--- src/pkg/chgseq_pkg.sv ---
// constants and types for the charge sequencer
package chgseq_pkg;
    // oscillator period with the default timing capacitor
    localparam int TOSC_NS          = 3000000;
    localparam int MCLK_NS          = 20;
    // oscillator ticks derived from mclk (longest time, rounded down)
    localparam int OSC_CYC          = TOSC_NS / MCLK_NS;
    localparam int STEP_MS          = 500;
    localparam int SETTLE_MS        = 500;
    localparam int OPEN_MS          = 70;
    // ticks per period, least time rounds up
    localparam int STEP_TICKS       = (STEP_MS * 1000 + TOSC_NS / 1000 - 1) / (TOSC_NS / 1000);
    localparam int SETTLE_TICKS     = (SETTLE_MS * 1000 + TOSC_NS / 1000 - 1) / (TOSC_NS / 1000);
    localparam int OPEN_TICKS       = (OPEN_MS * 1000 + TOSC_NS / 1000 - 1) / (TOSC_NS / 1000);
    localparam int SHORT_TICKS      = 384;
    localparam int TRICKLE_MIN      = 15;
    localparam int EOC_TICKS        = 3;
    localparam int TIMEOUT_TICKS    = 14400;
    localparam int FLASH_TICKS      = 100;
    localparam int CNT_W            = 16;

    typedef enum logic [3:0] {
        CS_PLUG_RED, CS_PLUG_GRN, CS_PLUG_YEL, CS_IDLE, CS_SETTLE, CS_OPEN_CHK,
        CS_SHORT_CHK, CS_TRICKLE, CS_FAST, CS_DONE, CS_FAULT, CS_HALT
    } chgseq_state_e;
endpackage

--- src/hdl/chgseq_top.sv ---
// charge phase sequencer with plug-in indication, faults and recharge loop
`timescale 1ns/1ps
// Notes on behaviour
// - plug-in indication red, green, yellow, off
// - each indication step lasts 500ms
// - idle, charging off until enable low
// - 500ms settling delay after enable
// - open battery: no charge, leds off
// - check short circuit before charging
// - below 1V after 384 ticks: fault
// - trickle starts with red indicator on
// - trickle at tenth current until fast threshold
// - no 2.8V in timeout/8: fault
// - constant current then constant voltage
// - end-of-charge current: red to green
// - end of charge qualified 3 ticks in a row
// - timeout expiry also ends charge
// - recharge below threshold until full again
// - recharge loop repeats until enable removed
// - no charging with ambient out of range
// - higher ambient limit while charging
// - current foldback at 100 degrees die
module chgseq_top #(
    parameter int TIMEOUT = chgseq_pkg::TIMEOUT_TICKS,
    parameter int OSC_DIV = chgseq_pkg::OSC_CYC
) (
    input  wire logic mclk,
    input  wire logic rstn,
    input  wire logic enable_n,
    input  wire logic vsen_open,
    input  wire logic above_1v,
    input  wire logic above_fast_min,
    input  wire logic at_charge_voltage,
    input  wire logic below_eoc_current,
    input  wire logic above_recharge,
    input  wire logic temp_below_low,
    input  wire logic temp_above_chg_hi,
    input  wire logic temp_above_idle_hi,
    input  wire logic die_hot,
    output logic      charge_on_q,
    output logic      trickle_q,
    output logic      cv_mode_q,
    output logic      foldback_q,
    output logic      charging_q,
    output logic      red_led_on_q,
    output logic      green_led_drive_q
);
    // ****************************************
    // input synchronisers
    // ****************************************
    localparam int NIN = 11;
    logic [NIN-1:0] s1_q, s1_d, s2_q, s2_d;
    always_comb begin
        s1_d = {enable_n, vsen_open, above_1v, above_fast_min, at_charge_voltage,
                below_eoc_current, above_recharge, temp_below_low, temp_above_chg_hi,
                temp_above_idle_hi, die_hot};
        s2_d = s1_q;
    end
    always_ff @(posedge mclk or negedge rstn) begin
        if (!rstn) begin
            s1_q <= '1;
            s2_q <= '1;
        end else begin
            s1_q <= s1_d;
            s2_q <= s2_d;
        end
    end
    logic en_n_s, open_s, v1_s, fast_charge_min_voltage_s, vch_s, eoc_s, rch_s, tlo_s, thc_s, thi_s, hot_s;
    assign {en_n_s, open_s, v1_s, fast_charge_min_voltage_s, vch_s, eoc_s, rch_s, tlo_s, thc_s, thi_s,
            hot_s} = s2_q;

    // ****************************************
    // oscillator tick
    // ****************************************
    logic [23:0] div_q, div_d;
    logic        tick;
    always_comb begin
        tick  = (div_q == 24'(OSC_DIV - 1));
        div_d = tick ? 24'h000000 : div_q + 24'h000001;
    end
    always_ff @(posedge mclk or negedge rstn) begin
        if (!rstn) div_q <= 24'h000000;
        else       div_q <= div_d;
    end

    // ****************************************
    // sequencer
    // ****************************************
    chgseq_pkg::chgseq_state_e st_q, st_d;
    logic [chgseq_pkg::CNT_W-1:0] cnt_q, cnt_d, tot_q, tot_d;
    logic [2:0] eoc_q, eoc_d;
    logic       flash_q, flash_d, eocled_q, eocled_d;
    logic       chg_d, trk_d, cv_d, fold_d, charging_d, red_d, grn_d;
    logic       temp_ok, enter;

    always_comb begin
        st_d     = st_q;
        cnt_d    = tick ? cnt_q + 16'h0001 : cnt_q;
        tot_d    = tot_q;
        eoc_d    = eoc_q;
        flash_d  = flash_q;
        eocled_d = eocled_q;
        temp_ok  = !tlo_s && (charging_q ? !thc_s : !thi_s);
        unique case (st_q)
            chgseq_pkg::CS_PLUG_RED:
                if (cnt_q == 16'(chgseq_pkg::STEP_TICKS)) st_d = chgseq_pkg::CS_PLUG_GRN;
            chgseq_pkg::CS_PLUG_GRN:
                if (cnt_q == 16'(chgseq_pkg::STEP_TICKS)) st_d = chgseq_pkg::CS_PLUG_YEL;
            chgseq_pkg::CS_PLUG_YEL:
                if (cnt_q == 16'(chgseq_pkg::STEP_TICKS)) st_d = chgseq_pkg::CS_IDLE;
            chgseq_pkg::CS_IDLE:
                if (!en_n_s && temp_ok) st_d = chgseq_pkg::CS_SETTLE;
            chgseq_pkg::CS_SETTLE:
                if (cnt_q == 16'(chgseq_pkg::SETTLE_TICKS)) st_d = chgseq_pkg::CS_OPEN_CHK;
            chgseq_pkg::CS_OPEN_CHK:
                if (cnt_q == 16'(chgseq_pkg::OPEN_TICKS))
                    st_d = open_s ? chgseq_pkg::CS_HALT : chgseq_pkg::CS_SHORT_CHK;
            chgseq_pkg::CS_SHORT_CHK:
                if (cnt_q == 16'(chgseq_pkg::SHORT_TICKS))
                    st_d = v1_s ? chgseq_pkg::CS_TRICKLE : chgseq_pkg::CS_FAULT;
            chgseq_pkg::CS_TRICKLE:
                if (cnt_q >= 16'(chgseq_pkg::TRICKLE_MIN) && fast_charge_min_voltage_s)
                    st_d = chgseq_pkg::CS_FAST;
                else if (tot_q >= 16'(TIMEOUT / 8))
                    st_d = chgseq_pkg::CS_FAULT;
            chgseq_pkg::CS_FAST: begin
                if (tick) eoc_d = (eoc_s && rch_s) ? eoc_q + 3'h1 : 3'h0;
                if (eoc_q == 3'(chgseq_pkg::EOC_TICKS) || tot_q >= 16'(TIMEOUT)) begin
                    st_d     = chgseq_pkg::CS_DONE;
                    eocled_d = 1'b1;
                end
            end
            chgseq_pkg::CS_DONE:
                if (!rch_s && temp_ok) begin
                    st_d  = chgseq_pkg::CS_FAST;
                    tot_d = 16'h0000;
                end
            chgseq_pkg::CS_FAULT:
                // count is cleared in the same cycle, so no tick gating here
                if (cnt_q == 16'(chgseq_pkg::FLASH_TICKS)) flash_d = !flash_q;
            chgseq_pkg::CS_HALT: ;
        endcase
        // ambient out of range pauses charge
        if ((st_q == chgseq_pkg::CS_TRICKLE || st_q == chgseq_pkg::CS_FAST) && !temp_ok)
            st_d = chgseq_pkg::CS_IDLE;
        if (en_n_s && st_q > chgseq_pkg::CS_IDLE) st_d = chgseq_pkg::CS_IDLE;
        enter = (st_d != st_q);
        if (enter || (st_q == chgseq_pkg::CS_FAULT && cnt_q == 16'(chgseq_pkg::FLASH_TICKS)))
            cnt_d = 16'h0000;
        if (enter) eoc_d = 3'h0;
        if (st_d == chgseq_pkg::CS_IDLE) begin
            eocled_d = 1'b0;
            flash_d  = 1'b0;
        end
        if (st_d == chgseq_pkg::CS_TRICKLE && st_q != chgseq_pkg::CS_TRICKLE) tot_d = 16'h0000;
        else if (tick && (st_q == chgseq_pkg::CS_TRICKLE || st_q == chgseq_pkg::CS_FAST))
            tot_d = tot_q + 16'h0001;
        // cc then cv at full voltage
        chg_d      = st_d inside {chgseq_pkg::CS_OPEN_CHK, chgseq_pkg::CS_SHORT_CHK,
                                   chgseq_pkg::CS_TRICKLE, chgseq_pkg::CS_FAST};
        trk_d      = chg_d && st_d != chgseq_pkg::CS_FAST;
        cv_d       = st_d == chgseq_pkg::CS_FAST && vch_s;
        fold_d     = chg_d && hot_s;
        charging_d = st_d == chgseq_pkg::CS_TRICKLE || st_d == chgseq_pkg::CS_FAST;
        red_d      = st_d == chgseq_pkg::CS_PLUG_RED || st_d == chgseq_pkg::CS_PLUG_YEL ||
                     (charging_d && !eocled_d) || (st_d == chgseq_pkg::CS_FAULT && flash_d);
        grn_d      = st_d == chgseq_pkg::CS_PLUG_GRN || st_d == chgseq_pkg::CS_PLUG_YEL ||
                     ((charging_d || st_d == chgseq_pkg::CS_DONE) && eocled_d) ||
                     (st_d == chgseq_pkg::CS_FAULT && flash_d);
    end

    always_ff @(posedge mclk or negedge rstn) begin
        if (!rstn) begin
            st_q              <= chgseq_pkg::CS_PLUG_RED;
            cnt_q             <= 16'h0000;
            tot_q             <= 16'h0000;
            eoc_q             <= 3'h0;
            flash_q           <= 1'b0;
            eocled_q          <= 1'b0;
            charge_on_q       <= 1'b0;
            trickle_q         <= 1'b0;
            cv_mode_q         <= 1'b0;
            foldback_q        <= 1'b0;
            charging_q        <= 1'b0;
            red_led_on_q      <= 1'b1;
            green_led_drive_q <= 1'b0;
        end else begin
            st_q              <= st_d;
            cnt_q             <= cnt_d;
            tot_q             <= tot_d;
            eoc_q             <= eoc_d;
            flash_q           <= flash_d;
            eocled_q          <= eocled_d;
            charge_on_q       <= chg_d;
            trickle_q         <= trk_d;
            cv_mode_q         <= cv_d;
            foldback_q        <= fold_d;
            charging_q        <= charging_d;
            red_led_on_q      <= red_d;
            green_led_drive_q <= grn_d;
        end
    end

    // ****************************************
    // checks
    // ****************************************
    property p_enable_off;
        @(posedge mclk) disable iff (!rstn) en_n_s |-> ##2 !charge_on_q;
    endproperty
    a_enable_off: assert property (p_enable_off) else $error("charge on without enable");
    property p_fault_off;
        @(posedge mclk) disable iff (!rstn) st_q == chgseq_pkg::CS_FAULT |=> !charge_on_q;
    endproperty
    a_fault_off: assert property (p_fault_off) else $error("charging in fault");
    property p_halt_dark;
        @(posedge mclk) disable iff (!rstn)
            st_q == chgseq_pkg::CS_HALT |=> !red_led_on_q && !green_led_drive_q;
    endproperty
    a_halt_dark: assert property (p_halt_dark) else $error("led lit after open");
    property p_trickle_red;
        @(posedge mclk) disable iff (!rstn)
            st_q == chgseq_pkg::CS_TRICKLE && !eocled_q |-> red_led_on_q && trickle_q;
    endproperty
    a_trickle_red: assert property (p_trickle_red) else $error("trickle without red");
    property p_done_green;
        @(posedge mclk) disable iff (!rstn)
            st_q == chgseq_pkg::CS_DONE |-> green_led_drive_q && !red_led_on_q && !charge_on_q;
    endproperty
    a_done_green: assert property (p_done_green) else $error("eoc indication wrong");
    property p_fold;
        @(posedge mclk) disable iff (!rstn) charge_on_q && $past(hot_s) |-> foldback_q;
    endproperty
    a_fold: assert property (p_fold) else $error("no foldback when hot");
    property p_temp;
        @(posedge mclk) disable iff (!rstn)
            st_q == chgseq_pkg::CS_IDLE && thi_s |=> st_q != chgseq_pkg::CS_SETTLE;
    endproperty
    a_temp: assert property (p_temp) else $error("started while too hot");
    property p_plug;
        @(posedge mclk) disable iff (!rstn)
            st_q == chgseq_pkg::CS_PLUG_GRN |-> green_led_drive_q && !red_led_on_q;
    endproperty
    a_plug: assert property (p_plug) else $error("plug-in green step wrong");
endmodule

--- config.mk ---
export PLATFORM = sky130hd
export DESIGN_NAME = chgseq_top
export DESIGN_NICKNAME = d
export VERILOG_FILES = /design/src/pkg/chgseq_pkg.sv /design/src/hdl/chgseq_top.sv
export SDC_FILE = /design/constraint.sdc
export NUM_CORES = 1
export LEC_CHECK = 0
export ABC_CLOCK_PERIOD_IN_PS = 7300
export BUFFER_PORTS_ARGS = -buffer_cell sky130_fd_sc_hd__buf_2
export CORE_MARGIN = 3
export CORE_UTILIZATION = 60
export DETAILED_ROUTE_END_ITERATION = 16
export PLACE_DENSITY_LB_ADDON = 0.15
export SLEW_MARGIN = 5
export SYNTH_ARGS = -nofsm -noshare
export SYNTH_HDL_FRONTEND = slang
export SYNTH_SLANG_ARGS = --single-unit
--- constraint.sdc ---
create_clock -name mclk -period 7.3 [get_ports mclk]
set_input_delay 0.365 -clock mclk [delete_from_list [all_inputs] [get_ports mclk]]
set_output_delay 0.365 -clock mclk [all_outputs]
set_load 0.02 [all_outputs]
Word-level counts from Yosys, hierarchy flattened. Cells that the tools add are included.

Output and inout bits: 7. Bits in registers: 94. Input bits: 13.

Add/sub/neg operators: 4. Order comparisons: 4. Reduce and logical (&&, ||, !) cells: 45. Mux-type cells: 34. Equal/unequal tests: 28.

Operators by type and width (number): $mux W16 (6); $mux W4 (15); $pmux W4 S10 (1); $add A16 B1 Y16 const B (2); $eq A4 B3 Y1 const B (7); $add A24 B1 Y24 const B (1); $eq A24 B18 Y1 const B (1); $eq A4 B4 Y1 const B (6); $mux W24 (1); $eq A16 B5 Y1 const B (1); $eq A16 B7 Y1 const B (1); $eq A16 B8 Y1 const B (1); $eq A16 B9 Y1 const B (1); $eq A4 B2 Y1 const B (4); $ge A16 B11 Y1 const B (1); $ge A16 B14 Y1 const B (1); $ge A16 B4 Y1 const B (1); $logic_and A1 B1 Y1 (16); $mux W3 (4); $logic_or A1 B1 Y1 (11); $eq A4 B1 Y1 const B (2); $logic_not A1 Y1 (8); $logic_not A4 Y1 (2); $mux W1 (7); 10 further kinds (14).

Depth between registers and ports, before layout. Gate-level depths: netlist of the first run.

Depth after elaboration: 14. Mapped depth: 11. Mapped depth without buffers: 10.

Least setup slack after synthesis of the first run. No wires, ideal clock.

Path type: register to register. Start point: register cnt_q[13] (netlist name). End point: register tot_q[1] (netlist name). Setup slack: 4.100 ns. Library setup time: 0.121 ns. Required time: 7.179 ns. Arrival: 3.079 ns. Cell stages (with the launch flop): 9. Cells stage by stage: dfrtp_1 or4_4 o41ai_4 a31oi_1 a2111oi_4 or3b_4 o311a_4 buf_6 a22o_1.

Cells in the longest elaborated chain, start to end: 10.

RTL lines: start, declared (line chgseq_top.sv:90) `logic [chgseq_pkg::CNT_W-1:0] cnt_q, cnt_d, tot_q, tot_d;`; start signal, assigned (line chgseq_top.sv:189) `cnt_q <= cnt_d;`; $ge A16 B4 Y1 (line chgseq_top.sv:122) `if (cnt_q >= 16'(chgseq_pkg::TRICKLE_MIN) && fast_charge_min_voltage_s)`; $logic_and A1 B1 Y1 (line chgseq_top.sv:122); $mux W4 (line chgseq_top.sv:122); $pmux W4 S10 (*) (line chgseq_top.sv:104) `unique case (st_q)`; $mux W4 (*) (line chgseq_top.sv:144) `if ((st_q == chgseq_pkg::CS_TRICKLE || st_q == chgseq_pkg::CS_FAST) && !temp_ok)`; $mux W4 (*) (line chgseq_top.sv:146) `if (en_n_s && st_q > chgseq_pkg::CS_IDLE) st_d = chgseq_pkg::CS_IDLE;`; $eq A4 B3 Y1 (*) (line chgseq_top.sv:155) `if (st_d == chgseq_pkg::CS_TRICKLE && st_q != chgseq_pkg::CS_TRICKLE) tot_d = 16'h0000;`; $logic_and A1 B1 Y1 (*) (line chgseq_top.sv:155); $reduce_bool A3 Y1 (no source line); $reduce_and A2 Y1 (no source line); end signal, assigned (line chgseq_top.sv:190) `tot_q <= tot_d;`; end, declared (line chgseq_top.sv:90).

Every way passes the cells marked *; elsewhere a longest branch is shown, timed or not. A chain may end at the register's enable or synchronous reset.

Final worst setup path of the first run.
Start point: register cnt_q[5] (netlist name). End point: register eoc_q[0].

Cells in the longest elaborated chain, start to end: 9.

RTL lines: $ge A16 B4 Y1 (line chgseq_top.sv:122); $logic_and A1 B1 Y1 (line chgseq_top.sv:122); $mux W4 (line chgseq_top.sv:122); $pmux W4 S10 (*) (line chgseq_top.sv:104); $mux W4 (*) (line chgseq_top.sv:144); $mux W4 (*) (line chgseq_top.sv:146); $ne A4 B4 Y1 (*) (line chgseq_top.sv:147) `enter = (st_d != st_q);`; $reduce_bool A2 Y1 (no source line); $reduce_and A2 Y1 (no source line); end signal, assigned (line chgseq_top.sv:191) `eoc_q <= eoc_d;`; end, declared (line chgseq_top.sv:91) `logic [2:0] eoc_q, eoc_d;`.

Marked as above.

==> impl_results.html, run 1 <==
<table>
<tr><th>Metric</th><th>Value</th></tr>
<tr><th colspan="2">Die</th></tr>
<tr><td>Die boundary width</td><td>95.8 um</td></tr>
<tr><td>Core region area</td><td>7770 um2</td></tr>
<tr><td>Starting density of the core</td><td>62.4%</td></tr>
<tr><td>Full die area</td><td>9190 um2</td></tr>
<tr><td>Placement row count</td><td>32</td></tr>
<tr><td>Die H</td><td>95.8 um</td></tr>
<tr><td>Io pins</td><td>20</td></tr>
<tr><th colspan="2">Clock tree</th></tr>
<tr><td>Root buf cell</td><td>clkbuf_8</td></tr>
<tr><td>Clock insertion delay at the later pin of the skew report</td><td>about 0.37 ns</td></tr>
<tr><td>Setup fix buffers added after clock tree synthesis</td><td>0</td></tr>
<tr><td>CTS tree</td><td>built</td></tr>
<tr><td>Number of clock buffers inserted by TritonCTS</td><td>9</td></tr>
<tr><td>CTS HTree Levels</td><td>3</td></tr>
<tr><td>Sink Count</td><td>94</td></tr>
<tr><td>Clock transition at path regs</td><td>around 0.1 ns</td></tr>
<tr><td>Maximum clock insertion buffer count</td><td>2</td></tr>
<tr><th colspan="2">Yosys</th></tr>
<tr><td>Area share of and/or/nand/nor cells after synthesis</td><td>26.8%</td></tr>
<tr><td>Largest family of logic cells by synthesized area</td><td>simple AND/OR/NAND/NOR gates</td></tr>
<tr><td>Share of cell area taken by muxes after synthesis</td><td>around 1.1%</td></tr>
<tr><td>Fraction of the mapped netlist area in adder cells</td><td>1.81%</td></tr>
<tr><td>Synth unique cells</td><td>64</td></tr>
<tr><td>Sequential share of the synthesized area</td><td>49.2%</td></tr>
<tr><td>Area share of xor/xnor cells in the synthesized design</td><td>6.69%</td></tr>
<tr><td>Warning count from the yosys run</td><td>0</td></tr>
<tr><td>Area share of the leading cell type in the synthesized netlist</td><td>36.7%</td></tr>
<tr><td>Asr flop ratio synth</td><td>100%</td></tr>
<tr><td>Share of the synthesized area in compound gates (AO/OA/AOI/OAI)</td><td>11.8%</td></tr>
<tr><td>Synthesized instance count</td><td>485</td></tr>
<tr><td>Post-Syn Nets</td><td>between 500 and 600</td></tr>
<tr><td>Leading cell types by total area after synthesis</td><td>dfrtp_1, dfstp_2, nor2_1</td></tr>
<tr><td>Synthesized area</td><td>between 4000 and 5000 um2</td></tr>
<tr><td>Synthesis-stage register bit count</td><td>94</td></tr>
<tr><td>Number of enable-type register cells in the synthesized netlist</td><td>0</td></tr>
<tr><td>Top cell type by total area after synthesis</td><td>dfrtp_1</td></tr>
<tr><td>Main synth FF type</td><td>dfrtp_1</td></tr>
<tr><td>Mean area per synthesized cell</td><td>9.99 um2</td></tr>
<tr><th colspan="2">Placed design</th></tr>
<tr><td>DP HPWL</td><td>6620 um</td></tr>
<tr><td>Count of input and output buffers</td><td>19</td></tr>
<tr><td>Placed Instances</td><td>592</td></tr>
<tr><td>Final RePlAce weighted congestion</td><td>roughly 0.9</td></tr>
<tr><th colspan="2">Timing</th></tr>
<tr><td>Final worst-path cycle share</td><td>around 49%</td></tr>
<tr><td>Maximum operating frequency</td><td>281 MHz</td></tr>
<tr><td>Relative max-transition margin</td><td>45.3%</td></tr>
<tr><td>Shortest clock period the worst path allows after layout</td><td>3.56 ns</td></tr>
<tr><td>Worst-Margin Slew</td><td>0.821 ns</td></tr>
<tr><td>Number of endpoints with negative hold slack in the final report</td><td>0</td></tr>
<tr><td>RSZ-0062 raised after global routing</td><td>false</td></tr>
<tr><td>Setup skew after layout</td><td>around 0.014 ns</td></tr>
<tr><td>Setup violations, final</td><td>0</td></tr>
<tr><td>Setup TNS Final</td><td>0 ns</td></tr>
<tr><td>Number of slew-limit violations in the final report</td><td>0</td></tr>
<tr><th colspan="2">Global routing</th></tr>
<tr><td>Maximum number of pins on one net before global-route repair</td><td>52</td></tr>
<tr><td>Number of global-route vias before repair</td><td>3566</td></tr>
<tr><td>Initial antenna violation count</td><td>0</td></tr>
<tr><td>Grt total ovfl</td><td>0</td></tr>
<tr><td>Global-route wire length before repair</td><td>16200 um</td></tr>
<tr><td>Global routing usage summed across all routing layers</td><td>22.4%</td></tr>
<tr><th colspan="2">Run</th></tr>
<tr><td>Max-capacitance violation count</td><td>0</td></tr>
<tr><th colspan="2">Power and ir drop</th></tr>
<tr><td>Largest voltage drop on the vdd net</td><td>0.111 mV</td></tr>
<tr><td>Leak pwr</td><td>2.39 nW</td></tr>
<tr><td>Net Switching</td><td>0.204 mW</td></tr>
<tr><td>Cell-internal power</td><td>0.697 mW</td></tr>
<tr><td>Power share of the clock group</td><td>38.8%</td></tr>
<tr><td>Share of power burned in registers</td><td>59.4%</td></tr>
<tr><td>Fraction of power consumed by combinational cells</td><td>around 1.8%</td></tr>
<tr><td>PwrDens</td><td>173 nW/um2</td></tr>
<tr><td>Switching part of the total power</td><td>22.7%</td></tr>
<tr><th colspan="2">Setup path</th></tr>
<tr><td>Top fanout value on the critical path</td><td>19</td></tr>
<tr><td>Worst endpoint data arrival time</td><td>approximately 3.8 ns</td></tr>
<tr><td>Kind of critical path</td><td>reg -&gt; reg</td></tr>
<tr><td>Endpoint class of the critical path</td><td>flop</td></tr>
<tr><td>CP Data Required Time</td><td>7.53 ns</td></tr>
<tr><td>Setup crit start kind</td><td>flop</td></tr>
<tr><th colspan="2">Drt</th></tr>
<tr><td>Vias</td><td>3725</td></tr>
<tr><td>Antenna violation net count after detailed routing</td><td>0</td></tr>
<tr><td>Overall routed net length</td><td>9580 um</td></tr>
<tr><td>Number of search-and-repair iterations in the first detailed-routing pass</td><td>4</td></tr>
<tr><td>Violation count after the first detailed-route iteration</td><td>167</td></tr>
<tr><td>DRC errors left</td><td>0</td></tr>
<tr><td>Routed via count divided by cell count</td><td>6.12</td></tr>
<tr><td>Detail-routed net length per standard cell</td><td>15.7 um</td></tr>
<tr><th colspan="2">Final layout</th></tr>
<tr><td>Commonest non-fill, non-tap cell in the layout</td><td>dfrtp_1</td></tr>
<tr><td>Sequential Area</td><td>approximately 2400 um2</td></tr>
<tr><td>Multi-input combinational cell area</td><td>2330 um2</td></tr>
<tr><td>Count of filler cells inserted in the layout</td><td>636</td></tr>
<tr><td>Area overhead of the layout relative to synthesis</td><td>7.78%</td></tr>
<tr><td>Net count, final</td><td>522</td></tr>
<tr><td>Non-filler cells, final</td><td>609</td></tr>
<tr><td>Share of post-route cells with drive strength above 1</td><td>15.4%</td></tr>
<tr><td>Number of diodes</td><td>0</td></tr>
<tr><td>Most frequent cells in the layout</td><td>dfrtp_1, nor2_1, nand2_1</td></tr>
<tr><th colspan="2">Hold path</th></tr>
<tr><td>HP Class</td><td>in -&gt; reg</td></tr>
<tr><th colspan="2">Outcome</th></tr>
<tr><td>Result of the run</td><td>finished, final reports clean</td></tr>
</table>
[power groups by stage]
stage	clock, mW	combinational [mW]	sequential (mW)
after floorplan	0	0.00211	0.544
after global placement	0	0.0158	0.545
after detailed placement	0	0.0164	0.545
after CTS	0.357	0.0168	0.535
after global routing	0.377	0.0187	0.536
final	0.349	0.0159	0.535
[cell usage after synthesis (3+ instances only)]
master and instances:
dfstp_2 23, xnor2_1 22, nand3_1 27, nor4_1 9, clkbuf_1 11, o21ai_0 12, a21o_1 8, or2_2 4
xor2_1 15, dfrtp_1 71, o2bb2ai_1 4, inv_1 16, nand2b_1 13, a211o_1 6, mux2i_1 3, nor4b_1 4
and2_1 4, ha_1 7, nor2b_1 3, nor3_1 21, nor2_1 55, or3_1 6, a21oi_1 19, nor3b_1 3
nand2_1 31, and3_1 23, nand4_1 14, or4_1 5
[metal layers]
layer / track usage, % / part of all wire, % / vias to the layer above
met2: 36.4 / 48 / 98
met1: 30.0 / 45 / 1844
met5: 0 / 0 / -
met3: 4.53 / 4.8 / 10
met4: 7.70 / 1.5 / 0
li1: - / - / 1773
[sequential cells by signal, summed over array words and instances (netlist names), 3 cells and up]
register,count
cnt_q,16
st_q,4
eoc_q,3
div_q,24
s1_q,11
tot_q,16
s2_q,11
[cell type report]
class / instances / area share [%]
Timing Repair Buffer: 22 / 2.35
Clock inverter: 6 / 1.37
Tap cell: 102 / 2.44
Sequential cell: 94 / 45.6
Inverter: 16 / 1.15
Multi-Input combinational cell: 359 / 44.6
Clock buffer: 10 / 2.44
[per-stage QoR]
stage	hold slack [ns]	worst slack, ns	total power, mW	util (%)	cell area (um2)
finish	0.0806	3.74	0.901	67.2	5220
global route	0.0611	3.51	0.932	67.2	5220
global placement	0.345	3.87	0.561	64.5	5010
floorplan	0.0694	4.10	0.546	-	4840
detailed placement	0.348	3.75	0.562	64.5	5010
CTS	0.0707	3.75	0.909	67.2	5220
[critical path: stages, from the launching register on]
cell and delay, ns:
dfrtp_1 0.49, or4b_2 0.61, nor4_1 0.46, a21boi_0 0.18
or4b_4 0.59, or2_1 0.26, o2111ai_2 0.69, nor2_1 0.13
[worst paths after layout]
| kind | from | end | slack (ns) | cells after the start |
|---|---|---|---|---|
| setup / recovery | cnt_q[5]$_DFFE_PN0P_ | eoc_q[0]$_DFFE_PN0P_ | 3.74 | 7 |
| hold / removal | vsen_open | s1_q[9]$_DFF_PN1_ | 0.08 | 1 |
| setup reg to reg | cnt_q[5]$_DFFE_PN0P_ | eoc_q[0]$_DFFE_PN0P_ | 3.74 | 7 |
| hold reg to reg | s1_q[6]$_DFF_PN1_ | s2_q[6]$_DFF_PN1_ | 0.36 | 0 |
| max in group asynchronous | rstn | div_q[2]$_DFF_PN0_ | 5.75 | 3 |
| min in group asynchronous | rstn | st_q[3]$_DFF_PN0_ | 0.53 | 2 |
[logic make-up after synthesis]
group / count (synthesis)
compound gates: 72
mux: 5
buf+inv: 32
xor+xnor: 37
flops: 94
simple gates: 238
fa+ha+maj: 7
[repair_timing]
item | in CTS | in global routing
gates resized for setup | 0 | 0
endpoints found under the hold margin | 28 | 0
hold buffers | 1 | 0
(Power assumes the default switching activity.)
==> run 2: changes to the inputs <==
- ABC_CLOCK_PERIOD_IN_PS: 7300 -> 3700
- clock period: 7.3 -> 3.7 ns (I/O delays scaled with it)
==> run 2 against run 1 <==
Against the previous run:
- wire length increased by 1.4%
- critical path depth unchanged
- first-iteration DRC count decreased by 4.2%
==> impl_results.html, run 2 (same netlist as run 1, synthesis figures left out) <==
<table>
<tr><th>Metric</th><th>Value</th></tr>
<tr><th colspan="2">Setup path</th></tr>
<tr><td>Register-to-Register Setup Slack</td><td>0.17 ns (was 3.74 ns)</td></tr>
<tr><td>Top fanout value on the critical path</td><td>16 (was 19)</td></tr>
<tr><td>R2R depth</td><td>7 (unchanged)</td></tr>
<tr><td>Source of the critical timing path</td><td>cnt_q[13]$_DFFE_PN0P_ (was cnt_q[5]$_DFFE_PN0P_)</td></tr>
<tr><td>CP Data Required Time</td><td>3.93 ns (was 7.53 ns)</td></tr>
<tr><td>Origin of the critical flop-to-flop path</td><td>cnt_q[13]$_DFFE_PN0P_ (was cnt_q[5]$_DFFE_PN0P_)</td></tr>
<tr><td>Kind of critical path</td><td>reg -&gt; reg (unchanged)</td></tr>
<tr><td>Endpoint class of the critical path</td><td>flop (unchanged)</td></tr>
<tr><td>Setup crit start kind</td><td>flop (unchanged)</td></tr>
<tr><td>Worst endpoint data arrival time</td><td>3.76 ns (was 3.78 ns)</td></tr>
<tr><td>Capture point of the worst path</td><td>tot_q[15]$_DFFE_PN0P_ (was eoc_q[0]$_DFFE_PN0P_)</td></tr>
<tr><td>Endpoint of the worst register-to-register path</td><td>tot_q[15]$_DFFE_PN0P_ (was eoc_q[0]$_DFFE_PN0P_)</td></tr>
<tr><th colspan="2">Placed design</th></tr>
<tr><td>Placed Instances</td><td>593 (was 592)</td></tr>
<tr><td>DP HPWL</td><td>6650 um (was 6620 um)</td></tr>
<tr><td>Post-placement setup slack</td><td>0.222 ns (was 3.75 ns)</td></tr>
<tr><td>Final RePlAce weighted congestion</td><td>0.927 (was 0.902)</td></tr>
<tr><td>Count of input and output buffers</td><td>19 (unchanged)</td></tr>
<tr><th colspan="2">Timing</th></tr>
<tr><td>Maximum operating frequency</td><td>284 MHz (was 281 MHz)</td></tr>
<tr><td>Final worst-path cycle share</td><td>95.3% (was 48.7%)</td></tr>
<tr><td>Setup TNS Final</td><td>0 ns (unchanged)</td></tr>
<tr><td>Setup skew after layout</td><td>0.0134 ns (was 0.0144 ns)</td></tr>
<tr><td>Setup violations, final</td><td>0 (unchanged)</td></tr>
<tr><td>Worst-Margin Slew</td><td>0.889 ns (was 0.821 ns)</td></tr>
<tr><td>Relative max-transition margin</td><td>40.7% (was 45.3%)</td></tr>
<tr><td>Number of slew-limit violations in the final report</td><td>0 (unchanged)</td></tr>
<tr><td>Number of endpoints with negative hold slack in the final report</td><td>0 (unchanged)</td></tr>
<tr><td>RSZ-0062 raised after global routing</td><td>false (unchanged)</td></tr>
<tr><td>Shortest clock period the worst path allows after layout</td><td>3.53 ns (was 3.56 ns)</td></tr>
<tr><td>Final worst slack</td><td>0.174 ns (was 3.74 ns)</td></tr>
<tr><th colspan="2">Drt</th></tr>
<tr><td>Vias</td><td>3732 (was 3725)</td></tr>
<tr><td>Overall routed net length</td><td>9710 um (was 9580 um)</td></tr>
<tr><td>Number of search-and-repair iterations in the first detailed-routing pass</td><td>4 (unchanged)</td></tr>
<tr><td>Routed via count divided by cell count</td><td>6.02 (was 6.12)</td></tr>
<tr><td>Detail-routed net length per standard cell</td><td>15.7 um (about the same)</td></tr>
<tr><td>Violation count after the first detailed-route iteration</td><td>160 (was 167)</td></tr>
<tr><td>Antenna violation net count after detailed routing</td><td>0 (unchanged)</td></tr>
<tr><td>DRC errors left</td><td>0 (unchanged)</td></tr>
<tr><th colspan="2">Clock tree</th></tr>
<tr><td>Root buf cell</td><td>clkbuf_8 (unchanged)</td></tr>
<tr><td>Number of clock buffers inserted by TritonCTS</td><td>9 (unchanged)</td></tr>
<tr><td>CTS tree</td><td>built (unchanged)</td></tr>
<tr><td>CTS HTree Levels</td><td>3 (unchanged)</td></tr>
<tr><td>Maximum clock insertion buffer count</td><td>2 (unchanged)</td></tr>
<tr><td>Clock insertion delay at the later pin of the skew report</td><td>0.35 ns (was 0.37 ns)</td></tr>
<tr><td>Setup fix buffers added after clock tree synthesis</td><td>0 (unchanged)</td></tr>
<tr><td>Count of cells resized by post-cts repair</td><td>0 (unchanged)</td></tr>
<tr><td>Number of buffers inserted for hold repair after clock tree synthesis</td><td>12 (was 1)</td></tr>
<tr><td>Clock transition at path regs</td><td>0.10 ns (about the same)</td></tr>
<tr><td>Sink Count</td><td>94 (unchanged)</td></tr>
<tr><th colspan="2">Run</th></tr>
<tr><td>Max-capacitance violation count</td><td>0 (unchanged)</td></tr>
<tr><th colspan="2">Power and ir drop</th></tr>
<tr><td>Leak pwr</td><td>2.47 nW (was 2.39 nW)</td></tr>
<tr><td>PwrDens</td><td>355 nW/um2 (was 173 nW/um2)</td></tr>
<tr><td>Fraction of power consumed by combinational cells</td><td>2.1% (was 1.8%)</td></tr>
<tr><td>Cell-internal power</td><td>1.53 mW (was 0.697 mW)</td></tr>
<tr><td>Share of power burned in registers</td><td>55.2% (was 59.4%)</td></tr>
<tr><td>Power share of the clock group</td><td>42.7% (was 38.8%)</td></tr>
<tr><td>Switching part of the total power</td><td>20.0% (was 22.7%)</td></tr>
<tr><td>Net Switching</td><td>0.382 mW (was 0.204 mW)</td></tr>
<tr><td>Sum of internal, switching and leakage power</td><td>1.91 mW (was 0.901 mW)</td></tr>
<tr><td>Largest voltage drop on the vdd net</td><td>0.269 mV (was 0.111 mV)</td></tr>
<tr><th colspan="2">Final layout</th></tr>
<tr><td>Non-filler cells, final</td><td>620 (was 609)</td></tr>
<tr><td>Flip-flop count of the largest register, all copies and words added</td><td>24 (unchanged)</td></tr>
<tr><td>Utilization of the core after routing</td><td>69.3% (was 67.2%)</td></tr>
<tr><td>Share of post-route cells with drive strength above 1</td><td>15.3% (was 15.4%)</td></tr>
<tr><td>Most frequent cells in the layout</td><td>dfrtp_1, nor2_1, nand2_1 (unchanged)</td></tr>
<tr><td>Net count, final</td><td>534 (was 522)</td></tr>
<tr><td>Count of filler cells inserted in the layout</td><td>583 (was 636)</td></tr>
<tr><td>Area overhead of the layout relative to synthesis</td><td>11.1% (was 7.78%)</td></tr>
<tr><td>Number of diodes</td><td>0 (unchanged)</td></tr>
<tr><td>Register bank with the most flops</td><td>div_q (unchanged)</td></tr>
<tr><td>Commonest non-fill, non-tap cell in the layout</td><td>dfrtp_1 (unchanged)</td></tr>
<tr><td>Largest registers</td><td>div_q x24, cnt_q x16, tot_q x16 (unchanged)</td></tr>
<tr><th colspan="2">Global routing</th></tr>
<tr><td>Number of global-route vias before repair</td><td>3618 (was 3566)</td></tr>
<tr><td>Global routing usage summed across all routing layers</td><td>23.1% (was 22.4%)</td></tr>
<tr><td>Initial antenna violation count</td><td>0 (unchanged)</td></tr>
<tr><td>Global-route wire length before repair</td><td>16900 um (was 16200 um)</td></tr>
<tr><td>Grt total ovfl</td><td>0 (unchanged)</td></tr>
<tr><td>Maximum number of pins on one net before global-route repair</td><td>74 (was 52)</td></tr>
<tr><th colspan="2">Outcome</th></tr>
<tr><td>Result of the run</td><td>finished, final reports clean (unchanged)</td></tr>
<tr><th colspan="2">Die</th></tr>
<tr><td>Starting density of the core</td><td>62.4% (unchanged)</td></tr>
<tr><td>Placement row count</td><td>32 (unchanged)</td></tr>
<tr><td>Core region area</td><td>7770 um2 (unchanged)</td></tr>
<tr><td>Die H</td><td>95.8 um (unchanged)</td></tr>
<tr><td>Io pins</td><td>20 (unchanged)</td></tr>
<tr><td>Full die area</td><td>9190 um2 (unchanged)</td></tr>
<tr><td>Die boundary width</td><td>95.8 um (unchanged)</td></tr>
<tr><th colspan="2">Hold path</th></tr>
<tr><td>HP Class</td><td>reg -&gt; reg (was in -&gt; reg)</td></tr>
</table>
run 2: cell count changes in the layout (fill, tap and decap cells not counted), sizes merged:
cell	previous run	this run
bufinv	1	3
dlygate4sd3	1	12
clkinv	2	0
buf	21	22
clkinvlp	2	1
run 2: worst min-delay path by stage:
| stage | to | cells past startpoint | slack, ns | from |
|---|---|---|---|---|
| after floorplan | charge_on_q$_DFF_PN0_ | 0 | -0.11 | rstn |
| after global placement | s1_q[3]$_DFF_PN1_ | 1 | 0.29 | temp_below_low |
| after detailed placement | s1_q[9]$_DFF_PN1_ | 1 | 0.29 | vsen_open |
| after CTS | s2_q[8]$_DFF_PN1_ | 0 | 0.35 | s1_q[8]$_DFF_PN1_ |
| after global routing | s2_q[10]$_DFF_PN1_ | 0 | 0.36 | s1_q[10]$_DFF_PN1_ |
| final | s2_q[8]$_DFF_PN1_ | 0 | 0.35 | s1_q[8]$_DFF_PN1_ |
run 2: power by group through the flow:
stage	Combinational, mW	Sequential (mW)	Clock [mW]
after floorplan	0.00416	1.07	0
after global placement	0.0317	1.07	0
after detailed placement	0.0327	1.08	0
after CTS	0.0424	1.06	0.833
after global routing	0.0470	1.06	0.881
final	0.0408	1.06	0.817
run 2: cell type report:
class / instances / area [um2] / share of cell area, %
well taps: 102 / 128 / 2.37
inverters: 16 / 60.1 / 1.12
clock inverters: 5 / 106 / 1.98
multi-input cells: 359 / 2330 / 43.3
repair buffers: 34 / 240 / 4.46
clock buffers: 10 / 138 / 2.56
flip-flops and latches: 94 / 2380 / 44.2
run 2: metrics by stage:
stage                     cell area [um2]  hold slack (ns)
final                                5380            0.354
after global routing                 5380            0.362
after CTS                            5380            0.353
after detailed placement             5020            0.291
after global placement               5020            0.291
after floorplan                      4840           -0.111
run 2: routing by layer:
layer | wire length (um) | up-vias | GRT usage (%)
li1 | - | 1792 | -
met1 | 4360 | 1817 | 31.9
met2 | 4750 | 113 | 37.7
met3 | 502 | 10 | 4.22
met4 | 97 | 0 | 6.04
met5 | 0 | - | 0
run 2: critical path: stages (launching register included):
cell       delay, ns
dfrtp_1         0.44
or4_4           0.59
o41ai_4         0.47
a31oi_1         0.19
a2111oi_4       0.50
or3b_4          0.47
o311a_4         0.42
a211o_1         0.32
